<file path="src/sirc_pkg.sv">
// constants, state types and helpers shared by the infrared pulse codec
package sirc_pkg;

  localparam int          SIRC_FIFO_DEPTH  = 16;
  localparam int          SIRC_BYTE_W      = 8;

  localparam logic [3:0]  SIRC_CNT_RST     = 4'h0;
  localparam logic [3:0]  SIRC_TX_ON       = 4'h7;
  localparam logic [3:0]  SIRC_TX_OFF      = 4'ha;
  localparam logic [3:0]  SIRC_CELL_LAST   = 4'hf;
  localparam logic [3:0]  SIRC_STROBE_CNT  = 4'h7;
  localparam logic [3:0]  SIRC_BIT_START   = 4'h0;
  localparam logic [3:0]  SIRC_BIT_STOP    = 4'h9;
  localparam logic [7:0]  SIRC_BYTE_RST    = 8'h00;

  typedef enum logic [1:0] {
    SIRC_DEC_IDLE = 2'b01,
    SIRC_DEC_LOW  = 2'b10
  } sirc_dec_t;

  typedef enum logic [2:0] {
    SIRC_SMP_IDLE = 3'b001,
    SIRC_SMP_RUN  = 3'b010,
    SIRC_SMP_HOLD = 3'b100
  } sirc_smp_t;

  function automatic logic [3:0] sirc_inc4(input logic [3:0] v);
    sirc_inc4 = v + 4'h1;
  endfunction : sirc_inc4

endpackage : sirc_pkg

</file>
<file path="src/sirc_fifo_if.sv">
// valid/ready carrier between the frame sampler and the byte fifo
`timescale 1ns/10ps
interface sirc_fifo_if #(
  parameter int W = 8
);
  logic         in_valid;
  logic         in_ready;
  logic [W-1:0] in_data;
  logic         out_valid;
  logic         out_ready;
  logic [W-1:0] out_data;

  modport fifo (
    input  in_valid,
    input  in_data,
    input  out_ready,
    output in_ready,
    output out_valid,
    output out_data
  );

  modport user (
    output in_valid,
    output in_data,
    output out_ready,
    input  in_ready,
    input  out_valid,
    input  out_data
  );
endinterface : sirc_fifo_if

</file>
<file path="src/sirc_fifo.sv">
// flip-flop fifo with valid/ready on both sides
`timescale 1ns/10ps
module sirc_fifo #(
  parameter int W     = 8,
  parameter int DEPTH = 16
) (
  input wire logic   sys_clk,
  input wire logic   rst_b,
  sirc_fifo_if.fifo  port_if
);
  import sirc_pkg::*;

  localparam int AW = $clog2(DEPTH);

  logic [W-1:0] mem_reg [DEPTH];
  logic [W-1:0] mem_next [DEPTH];
  logic [AW-1:0] wr_ptr_reg, wr_ptr_next;
  logic [AW-1:0] rd_ptr_reg, rd_ptr_next;
  logic [AW:0]   count_reg, count_next;
  logic          push;
  logic          pop;

  assign port_if.in_ready  = (count_reg != (AW+1)'(DEPTH));
  assign port_if.out_valid = (count_reg != '0);
  assign port_if.out_data  = mem_reg[rd_ptr_reg];

  always_comb begin
    push        = port_if.in_valid && port_if.in_ready;
    pop         = port_if.out_valid && port_if.out_ready;
    mem_next    = mem_reg;
    wr_ptr_next = wr_ptr_reg;
    rd_ptr_next = rd_ptr_reg;
    count_next  = count_reg;
    if (push) begin
      mem_next[wr_ptr_reg] = port_if.in_data;
      wr_ptr_next = (wr_ptr_reg == AW'(DEPTH - 1)) ? '0 : wr_ptr_reg + AW'(1);
    end
    if (pop) begin
      rd_ptr_next = (rd_ptr_reg == AW'(DEPTH - 1)) ? '0 : rd_ptr_reg + AW'(1);
    end
    if (push && !pop) begin
      count_next = count_reg + (AW+1)'(1);
    end else if (pop && !push) begin
      count_next = count_reg - (AW+1)'(1);
    end
  end

  always_ff @(posedge sys_clk) begin
    if (!rst_b) begin
      wr_ptr_reg <= '0;
      rd_ptr_reg <= '0;
      count_reg  <= '0;
    end else begin
      wr_ptr_reg <= wr_ptr_next;
      rd_ptr_reg <= rd_ptr_next;
      count_reg  <= count_next;
    end
    mem_reg <= mem_next;
  end

  a_fifo_full_block: assert property (@(posedge sys_clk) disable iff (!rst_b)
    (count_reg == (AW+1)'(DEPTH)) |-> !port_if.in_ready)
    else $error("fifo accepts data while full");

endmodule : sirc_fifo

</file>
<file path="src/sirc_codec.sv">
// infrared pulse encoder/decoder between a uart and an optical transceiver
//
// Contract
// - 16-sample bit cell; zero is one pulse
// - start, data, stop bits coded alike
// - lowest-rate protocol; slower matching rates work
// - zero pulse three sample clocks long
// - idle high input holds output low, counter cleared
// - pulse rises at seventh sample falling edge
// - pulse falls at tenth, three clocks wide
// - pulse repeats every cell while input low
// - reset drives receive output high, counter cleared
// - falling edge drives output low next rise
// - output low sixteen sample clocks then high
// - no falling edges keeps output high
// - either pulse polarity decoded on falling edge
// - late edge may give one-clock high glitch
// - reset initialises both encode and decode
`timescale 1ns/10ps
module sirc_codec #(
  parameter int BYTE_W     = sirc_pkg::SIRC_BYTE_W,
  parameter int FIFO_DEPTH = sirc_pkg::SIRC_FIFO_DEPTH
) (
  input  wire logic              sys_clk,
  input  wire logic              rst_b,
  input  wire logic              sample_clock_16x,
  input  wire logic              uart_tx_in,
  output logic                   ir_tx_out,
  input  wire logic              ir_rx_in,
  output logic                   uart_rx_out,
  output logic                   rx_byte_valid,
  output logic [BYTE_W-1:0]      rx_byte_data,
  input  wire logic              rx_byte_ready,
  output logic                   rx_frame_err,
  output logic                   rx_overrun
);
  import sirc_pkg::*;

  // sample clock edges, seen in the system clock
  logic samp_prev_reg, samp_prev_next;
  logic s_rise;
  logic s_fall;

  assign s_rise = sample_clock_16x && !samp_prev_reg;
  assign s_fall = !sample_clock_16x && samp_prev_reg;

  always_comb begin
    samp_prev_next = sample_clock_16x;
  end

  // not reset: tracks the pin so no false edge follows reset
  always_ff @(posedge sys_clk) begin
    samp_prev_reg <= samp_prev_next;
  end

  // encoder
  logic [3:0] tx_cnt_reg, tx_cnt_next;
  logic       tx_out_reg, tx_out_next;

  always_comb begin
    tx_cnt_next = tx_cnt_reg;
    tx_out_next = tx_out_reg;
    if (uart_tx_in) begin
      tx_cnt_next = SIRC_CNT_RST;
      tx_out_next = 1'b0;
    end else if (s_fall) begin
      tx_cnt_next = sirc_inc4(tx_cnt_reg);
      if (tx_cnt_next == SIRC_TX_ON) begin
        tx_out_next = 1'b1;
      end else if (tx_cnt_next == SIRC_TX_OFF) begin
        tx_out_next = 1'b0;
      end
    end
  end

  always_ff @(posedge sys_clk) begin
    if (!rst_b) begin
      tx_cnt_reg <= SIRC_CNT_RST;
      tx_out_reg <= 1'b0;
    end else begin
      tx_cnt_reg <= tx_cnt_next;
      tx_out_reg <= tx_out_next;
    end
  end

  assign ir_tx_out = tx_out_reg;

  // receive input synchroniser and falling-edge detect
  logic ir_s1_reg, ir_s2_reg, ir_s3_reg;
  logic ir_fall;

  always_ff @(posedge sys_clk) begin
    if (!rst_b) begin
      ir_s1_reg <= 1'b1;
      ir_s2_reg <= 1'b1;
      ir_s3_reg <= 1'b1;
    end else begin
      ir_s1_reg <= ir_rx_in;
      ir_s2_reg <= ir_s1_reg;
      ir_s3_reg <= ir_s2_reg;
    end
  end

  assign ir_fall = ir_s3_reg && !ir_s2_reg;

  // decoder
  sirc_dec_t  dec_state_reg, dec_state_next;
  logic [3:0] rx_cnt_reg, rx_cnt_next;
  logic       rx_pend_reg, rx_pend_next;
  logic       rx_out_reg, rx_out_next;

  always_comb begin
    dec_state_next = dec_state_reg;
    rx_cnt_next    = rx_cnt_reg;
    rx_out_next    = rx_out_reg;
    rx_pend_next   = rx_pend_reg;
    if (s_rise) begin
      if (rx_pend_reg) begin
        dec_state_next = SIRC_DEC_LOW;
        rx_cnt_next    = SIRC_CNT_RST;
        rx_out_next    = 1'b0;
        rx_pend_next   = 1'b0;
      end else begin
        case (dec_state_reg)
          SIRC_DEC_LOW: begin
            if (rx_cnt_reg == SIRC_CELL_LAST) begin
              dec_state_next = SIRC_DEC_IDLE;
              rx_cnt_next    = SIRC_CNT_RST;
              rx_out_next    = 1'b1;
            end else begin
              rx_cnt_next = sirc_inc4(rx_cnt_reg);
            end
          end
          SIRC_DEC_IDLE: begin
            rx_out_next = 1'b1;
          end
          default: begin
            dec_state_next = SIRC_DEC_IDLE;
            rx_out_next    = 1'b1;
          end
        endcase
      end
    end
    if (ir_fall) begin
      rx_pend_next = 1'b1; // edge wins over the take
    end
  end

  always_ff @(posedge sys_clk) begin
    if (!rst_b) begin
      dec_state_reg <= SIRC_DEC_IDLE;
      rx_cnt_reg    <= SIRC_CNT_RST;
      rx_pend_reg   <= 1'b0;
      rx_out_reg    <= 1'b1;
    end else begin
      dec_state_reg <= dec_state_next;
      rx_cnt_reg    <= rx_cnt_next;
      rx_pend_reg   <= rx_pend_next;
      rx_out_reg    <= rx_out_next;
    end
  end

  assign uart_rx_out = rx_out_reg;

  // frame sampler: strobes mid-cell, assembles bytes lsb first
  sirc_fifo_if #(.W(BYTE_W)) q_if ();

  sirc_smp_t         smp_state_reg, smp_state_next;
  logic [3:0]        smp_cnt_reg, smp_cnt_next;
  logic [3:0]        smp_bit_reg, smp_bit_next;
  logic [BYTE_W-1:0] smp_byte_reg, smp_byte_next;
  logic              ferr_reg, ferr_next;
  logic              ovr_reg, ovr_next;
  logic              rx_out_fall;

  assign rx_out_fall = !rx_out_next && rx_out_reg && s_rise;

  always_comb begin
    smp_state_next = smp_state_reg;
    smp_cnt_next   = smp_cnt_reg;
    smp_bit_next   = smp_bit_reg;
    smp_byte_next  = smp_byte_reg;
    ferr_next      = 1'b0;
    ovr_next       = 1'b0;
    case (smp_state_reg)
      SIRC_SMP_IDLE: begin
        if (rx_out_fall) begin
          smp_state_next = SIRC_SMP_RUN;
          smp_cnt_next   = SIRC_CNT_RST;
          smp_bit_next   = SIRC_BIT_START;
        end
      end
      SIRC_SMP_RUN: begin
        if (s_rise) begin
          smp_cnt_next = sirc_inc4(smp_cnt_reg);
          if (smp_cnt_reg == SIRC_STROBE_CNT) begin
            smp_bit_next = sirc_inc4(smp_bit_reg);
            if (smp_bit_reg == SIRC_BIT_START) begin
              if (uart_rx_out) begin
                smp_state_next = SIRC_SMP_IDLE; // false start
              end
            end else if (smp_bit_reg == SIRC_BIT_STOP) begin
              if (uart_rx_out) begin
                smp_state_next = SIRC_SMP_HOLD;
              end else begin
                smp_state_next = SIRC_SMP_IDLE;
                ferr_next      = 1'b1;
              end
            end else begin
              smp_byte_next = {uart_rx_out, smp_byte_reg[BYTE_W-1:1]};
            end
          end
        end
      end
      SIRC_SMP_HOLD: begin
        if (q_if.in_ready) begin
          smp_state_next = SIRC_SMP_IDLE;
        end else if (rx_out_fall) begin
          ovr_next = 1'b1; // frame lost while fifo stalls
        end
      end
      default: begin
        smp_state_next = SIRC_SMP_IDLE;
      end
    endcase
  end

  always_ff @(posedge sys_clk) begin
    if (!rst_b) begin
      smp_state_reg <= SIRC_SMP_IDLE;
      smp_cnt_reg   <= SIRC_CNT_RST;
      smp_bit_reg   <= SIRC_BIT_START;
      smp_byte_reg  <= BYTE_W'(SIRC_BYTE_RST);
      ferr_reg      <= 1'b0;
      ovr_reg       <= 1'b0;
    end else begin
      smp_state_reg <= smp_state_next;
      smp_cnt_reg   <= smp_cnt_next;
      smp_bit_reg   <= smp_bit_next;
      smp_byte_reg  <= smp_byte_next;
      ferr_reg      <= ferr_next;
      ovr_reg       <= ovr_next;
    end
  end

  assign q_if.in_valid  = (smp_state_reg == SIRC_SMP_HOLD);
  assign q_if.in_data   = smp_byte_reg;
  assign q_if.out_ready = rx_byte_ready;
  assign rx_byte_valid  = q_if.out_valid;
  assign rx_byte_data   = q_if.out_data;
  assign rx_frame_err   = ferr_reg;
  assign rx_overrun     = ovr_reg;

  sirc_fifo #(
    .W     (BYTE_W),
    .DEPTH (FIFO_DEPTH)
  ) u_fifo (
    .sys_clk (sys_clk),
    .rst_b   (rst_b),
    .port_if (q_if)
  );

  a_tx_idle_low: assert property (@(posedge sys_clk) disable iff (!rst_b)
    uart_tx_in |=> (!ir_tx_out && tx_cnt_reg == SIRC_CNT_RST))
    else $error("transmit pulse while uart line idle");

  a_tx_rise_seven: assert property (@(posedge sys_clk) disable iff (!rst_b)
    $rose(ir_tx_out) |-> (tx_cnt_reg == SIRC_TX_ON && $past(s_fall)))
    else $error("transmit pulse rose at wrong sample edge");

  a_tx_fall_ten: assert property (@(posedge sys_clk) disable iff (!rst_b)
    ($fell(ir_tx_out) && !$past(uart_tx_in)) |-> (tx_cnt_reg == SIRC_TX_OFF))
    else $error("transmit pulse fell at wrong sample edge");

  a_tx_cell_wrap: assert property (@(posedge sys_clk) disable iff (!rst_b)
    (s_fall && !uart_tx_in && tx_cnt_reg == SIRC_CELL_LAST)
      |=> (tx_cnt_reg == SIRC_CNT_RST))
    else $error("transmit bit cell not sixteen samples");

  a_rx_reset_state: assert property (@(posedge sys_clk)
    !rst_b |=> (uart_rx_out && rx_cnt_reg == SIRC_CNT_RST))
    else $error("decoder not cleared by reset");

  a_rx_edge_take: assert property (@(posedge sys_clk) disable iff (!rst_b)
    (rx_pend_reg && s_rise) |=> !uart_rx_out)
    else $error("receive output not driven low after edge");

  a_rx_low_len: assert property (@(posedge sys_clk) disable iff (!rst_b)
    $rose(uart_rx_out) |-> ($past(rx_cnt_reg) == SIRC_CELL_LAST))
    else $error("receive low period not sixteen samples");

  a_rx_quiet_high: assert property (@(posedge sys_clk) disable iff (!rst_b)
    (dec_state_reg == SIRC_DEC_IDLE && !rx_pend_reg) |-> uart_rx_out)
    else $error("receive output low without an edge");

  a_rx_edge_seen: assert property (@(posedge sys_clk) disable iff (!rst_b)
    ir_fall |=> rx_pend_reg)
    else $error("receive falling edge lost");

endmodule : sirc_codec

</file>
<file path="config.mk">
export PLATFORM = sky130hd
export DESIGN_NAME = sirc_codec
export DESIGN_NICKNAME = d
export VERILOG_FILES = /design/src/sirc_pkg.sv /design/src/sirc_fifo_if.sv /design/src/sirc_fifo.sv /design/src/sirc_codec.sv
export SDC_FILE = /design/constraint.sdc
export NUM_CORES = 1
export LEC_CHECK = 0
export CAP_MARGIN = 20
export CORE_ASPECT_RATIO = 0.8
export CORE_MARGIN = 10
export CORE_UTILIZATION = 50
export DETAILED_ROUTE_END_ITERATION = 6
export DONT_BUFFER_PORTS = 1
export PLACE_DENSITY = 0.68
export SYNTH_ARGS = -nofsm -noshare
export SYNTH_HDL_FRONTEND = slang
export SYNTH_SLANG_ARGS = --single-unit
</file>
<file path="constraint.sdc">
create_clock -name sys_clk -period 3.15 [get_ports sys_clk]
set_input_delay 0 -clock sys_clk [delete_from_list [all_inputs] [get_ports sys_clk]]
set_output_delay 0 -clock sys_clk [all_outputs]
set_load 0.01 [all_outputs]
</file>
==> impl_results.md <==
- Post-synthesis compound-gate area fraction: 7.70%
- Crit path kind: flip-flop to flip-flop
- Synth area leaders: edfxtp_1, dfxtp_1, mux4_2
- Dpl hpwl: 9500 um
- Clock tree buffer depth: 2
- Die height: 130 um
- DIE AREA: 20400 um^2
- Clk pwr share: 35.8%
- Initial antenna violation count: 0
- Share of cells above drive strength 1: 16.8%
- Ys async rst share: 0%
- CP Data Arrival Time: 3.25 ns
- Max FFs per register: 128
- Peak VDD IR: 0.000492 V
- Fin nets: 560
- Final Util: 56.5%
- Dpl cell area: 7800 um^2
- Worst slew pin tran: 0.793 ns
- Synthesized Nets: 543
- Crit path top cell by count: mux2i_1
- Num Clock Sinks: 179
- # IOs: 19
- Sequential-to-total area share from yosys stat: 64.7%
- Final period utilization: 91.8%
- Synth warnings: 0
- Switch Pwr: 0.00144 W
- I/O Buffers: 0
- Num CTS Buffers: 17
- Period minus WS final: 2.89 ns
- Worst skew pair latency: 0.43 ns
- Drt via density: 5.83
- Largest net degree at the start of global routing: 36
- Seq cells post-synth: 179
- First-pass iteration count of the detailed router: 4
- CP cell instances: or4_1, o21ai_2, ha_1, inv_1, fa_1, a21o_1, a21oi_1, mux2i_1, mux2i_1
- Cts repair resizes: 0
- Setup total negative slack: 0 ns
- Clock transition at path regs: 0.07 ns
- Tot Pwr: 0.00544 W
- Max H-tree Level: 4
- P_int: 0.00401 W
- Syn avg cell area: 14.5 um^2
- Outcome: completed
- Most common cell in the synthesized netlist: edfxtp_1
- Post-synth EDFFs: 128
- Layout area overhead: 11.7%
- Fraction of the mapped netlist area in adder cells: 3.09%
- Hold Startpoint: sample_clock_16x
- Starting Density: 50.6%
- Worst r2r src: u_fifo.count_reg[0]$_SDFFE_PN0P_
- Max Slew Vio Count: 0
- Ant diodes: 0
- Static Leak: 2.87 nW
- Power Density: 648 nW/um^2
- CP Data Required Time: 3.51 ns
- Setup-failing EPs final: 0
- Root Buffer: clkbuf_16
- Core area: 14900 um^2
- CP max FO: 6
- Slowest-stage cell, CP: or4_1
- Combinational share of power: 16.1%
- Sequential share of power: 48.1%
- Crit path largest cell delay: 0.62 ns
- Post-synth top cells: edfxtp_1, dfxtp_1, a21oi_1, nor2_1, mux4_2
- Crit path buffers/inverters: 1
- Setup bufs post-CTS: 0
- Post-Synth Simple-Gate Area: 9.38%
- Post-Syn Area: 7520 um^2
- Slew headroom: 47.2%
- Switching share of power: 26.4%
- Row cnt: 40
- First-pass GRT wire length: 23600 um
- Worst Setup Start Kind: flip-flop
- Worst path top cell family by delay: compound AO/OA/AOI/OAI gates
- Vias in the first global route: 4242
- Netlist cell types: 54
- Worst hold path type: input port to flip-flop
- Design area: 8400 um^2
- Final clock skew: 0.0114 ns
- Ys flop type: edfxtp_1
- Synth top area share: 51.1%
- DRC: 0
- Die W: 157 um
- Max-cap violations: 0
- Post-synthesis mux area share: 11.8%
- Max Fclk: 346 MHz
- Critical path launch point: u_fifo.count_reg[0]$_SDFFE_PN0P_
- Grt ovf: 0
- Wire per inst: 20.0 um
- Combinational family with the most area after synthesis: multiplexers
- CP Capture Type: flip-flop
- Initial DRC count: 368
- Final Hold Fails: 0
- Final wirelength: 14800 um
- Synth area leader: edfxtp_1
- Final GP Congestion: 0.794
- Vias: 4301
- GRT Util Overall: 15.2%
- Hold Slack: 0.0627 ns
- Clock tree from TritonCTS: built
- RSZ-0062 raised after global routing: false
- Synth Area in XOR/XNOR: 1.28%
- Routed Antenna Nets: 0
- FILL cells: 1133
- Post-Syn Instances: 519
stage by stage:
step           instances  worst slack, ns
2_1_floorplan        519            0.498
3_3_place_gp         701            0.383
3_5_place_dp         701            0.275
4_1_cts              738            0.262
5_1_grt              738           0.0705
6_report             738            0.259
cell families after synthesis:
group                      Yosys count
adders and majority gates           18
DFF                                179
and+or+nand+nor                    133
buffers and inverters               37
xor gates and xnor gates            11
AOI/OAI and AO/OA                   92
muxes                               49
final timing paths:
check | endpoint | slack (ns) | cells past startpoint
setup / recovery | u_fifo.count_reg[4]$_SDFFE_PN0P_ | 0.26 | 9
hold / removal | smp_state_reg[1]$_SDFFE_PN0P_ | 0.06 | 3
setup reg to reg | u_fifo.count_reg[4]$_SDFFE_PN0P_ | 0.26 | 9
hold reg to reg | ir_s2_reg$_SDFF_PN1_ | 0.43 | 1
cells in the final DEF, fill, tap and decap left out, drive strengths merged, types with 3 or more instances in the layout:
| cell | synthesis | routed |
|---|---|---|
| a211oi | 9 | 9 |
| a21boi | 4 | 4 |
| a21o | 3 | 3 |
| a21oi | 34 | 34 |
| a2bb2oi | 3 | 3 |
| a31oi | 3 | 3 |
| and3 | 3 | 3 |
| buf | 9 | 19 |
| clkbuf | 17 | 19 |
| dfxtp | 51 | 51 |
| dlygate4sd3 | 0 | 5 |
| edfxtp | 128 | 128 |
| ha | 17 | 17 |
| inv | 11 | 21 |
| mux2i | 17 | 17 |
| mux4 | 32 | 32 |
| nand2 | 22 | 22 |
| nand2b | 10 | 10 |
| nand3 | 20 | 20 |
| nand4 | 4 | 4 |
| nor2 | 34 | 34 |
| nor2b | 13 | 13 |
| nor3 | 7 | 7 |
| nor3b | 4 | 4 |
| o211ai | 3 | 3 |
| o21ai | 18 | 18 |
| o22ai | 3 | 3 |
| o31ai | 3 | 3 |
| or3b | 3 | 3 |
| or4 | 4 | 4 |
| xnor2 | 3 | 3 |
| xor2 | 8 | 8 |
final cells by class:
class / count / area [um^2] / area share [%]
flip-flops and latches: 179 / 4870 / 57.9
multi-input cells: 303 / 2500 / 29.8
clock buffers: 19 / 433 / 5.15
well taps: 189 / 236 / 2.82
repair buffers: 24 / 205 / 2.44
clock inverters: 13 / 111 / 1.33
inverters: 11 / 41.3 / 0.492
worst reg2reg max path: stages, from the launching register on:
cell,delay (ns)
dfxtp_1,0.37
or4_1,0.62
o21ai_2,0.30
ha_1,0.22
inv_1,0.11
fa_1,0.43
a21o_1,0.18
a21oi_1,0.17
mux2i_1,0.24
mux2i_1,0.19
what timing repair did:
action,4_1_cts,5_1_grt
setup endpoints to repair,0,0
hold endpoints to repair,33,0
hold buffers,5,0
power by group through the flow:
stage	clock network (W)	registers, W	logic, W
CTS	0.00198	0.00262	0.000892
finish	0.00195	0.00262	0.000874
global placement	0	0.00267	0.000856
global route	0.00208	0.00263	0.000955
floorplan	0	0.00260	0.000763
detailed placement	0	0.00268	0.000874
routing by layer:
layer  up-vias  part of all wire, %  GRT usage [%]
li1       2039                    -              -
met1      2146                   46           20.6
met2       102                   48           24.3
met3        14                  5.3           3.49
met4         0                 0.92           4.45
met5         -                    0              0
(Power assumes the default switching activity.)
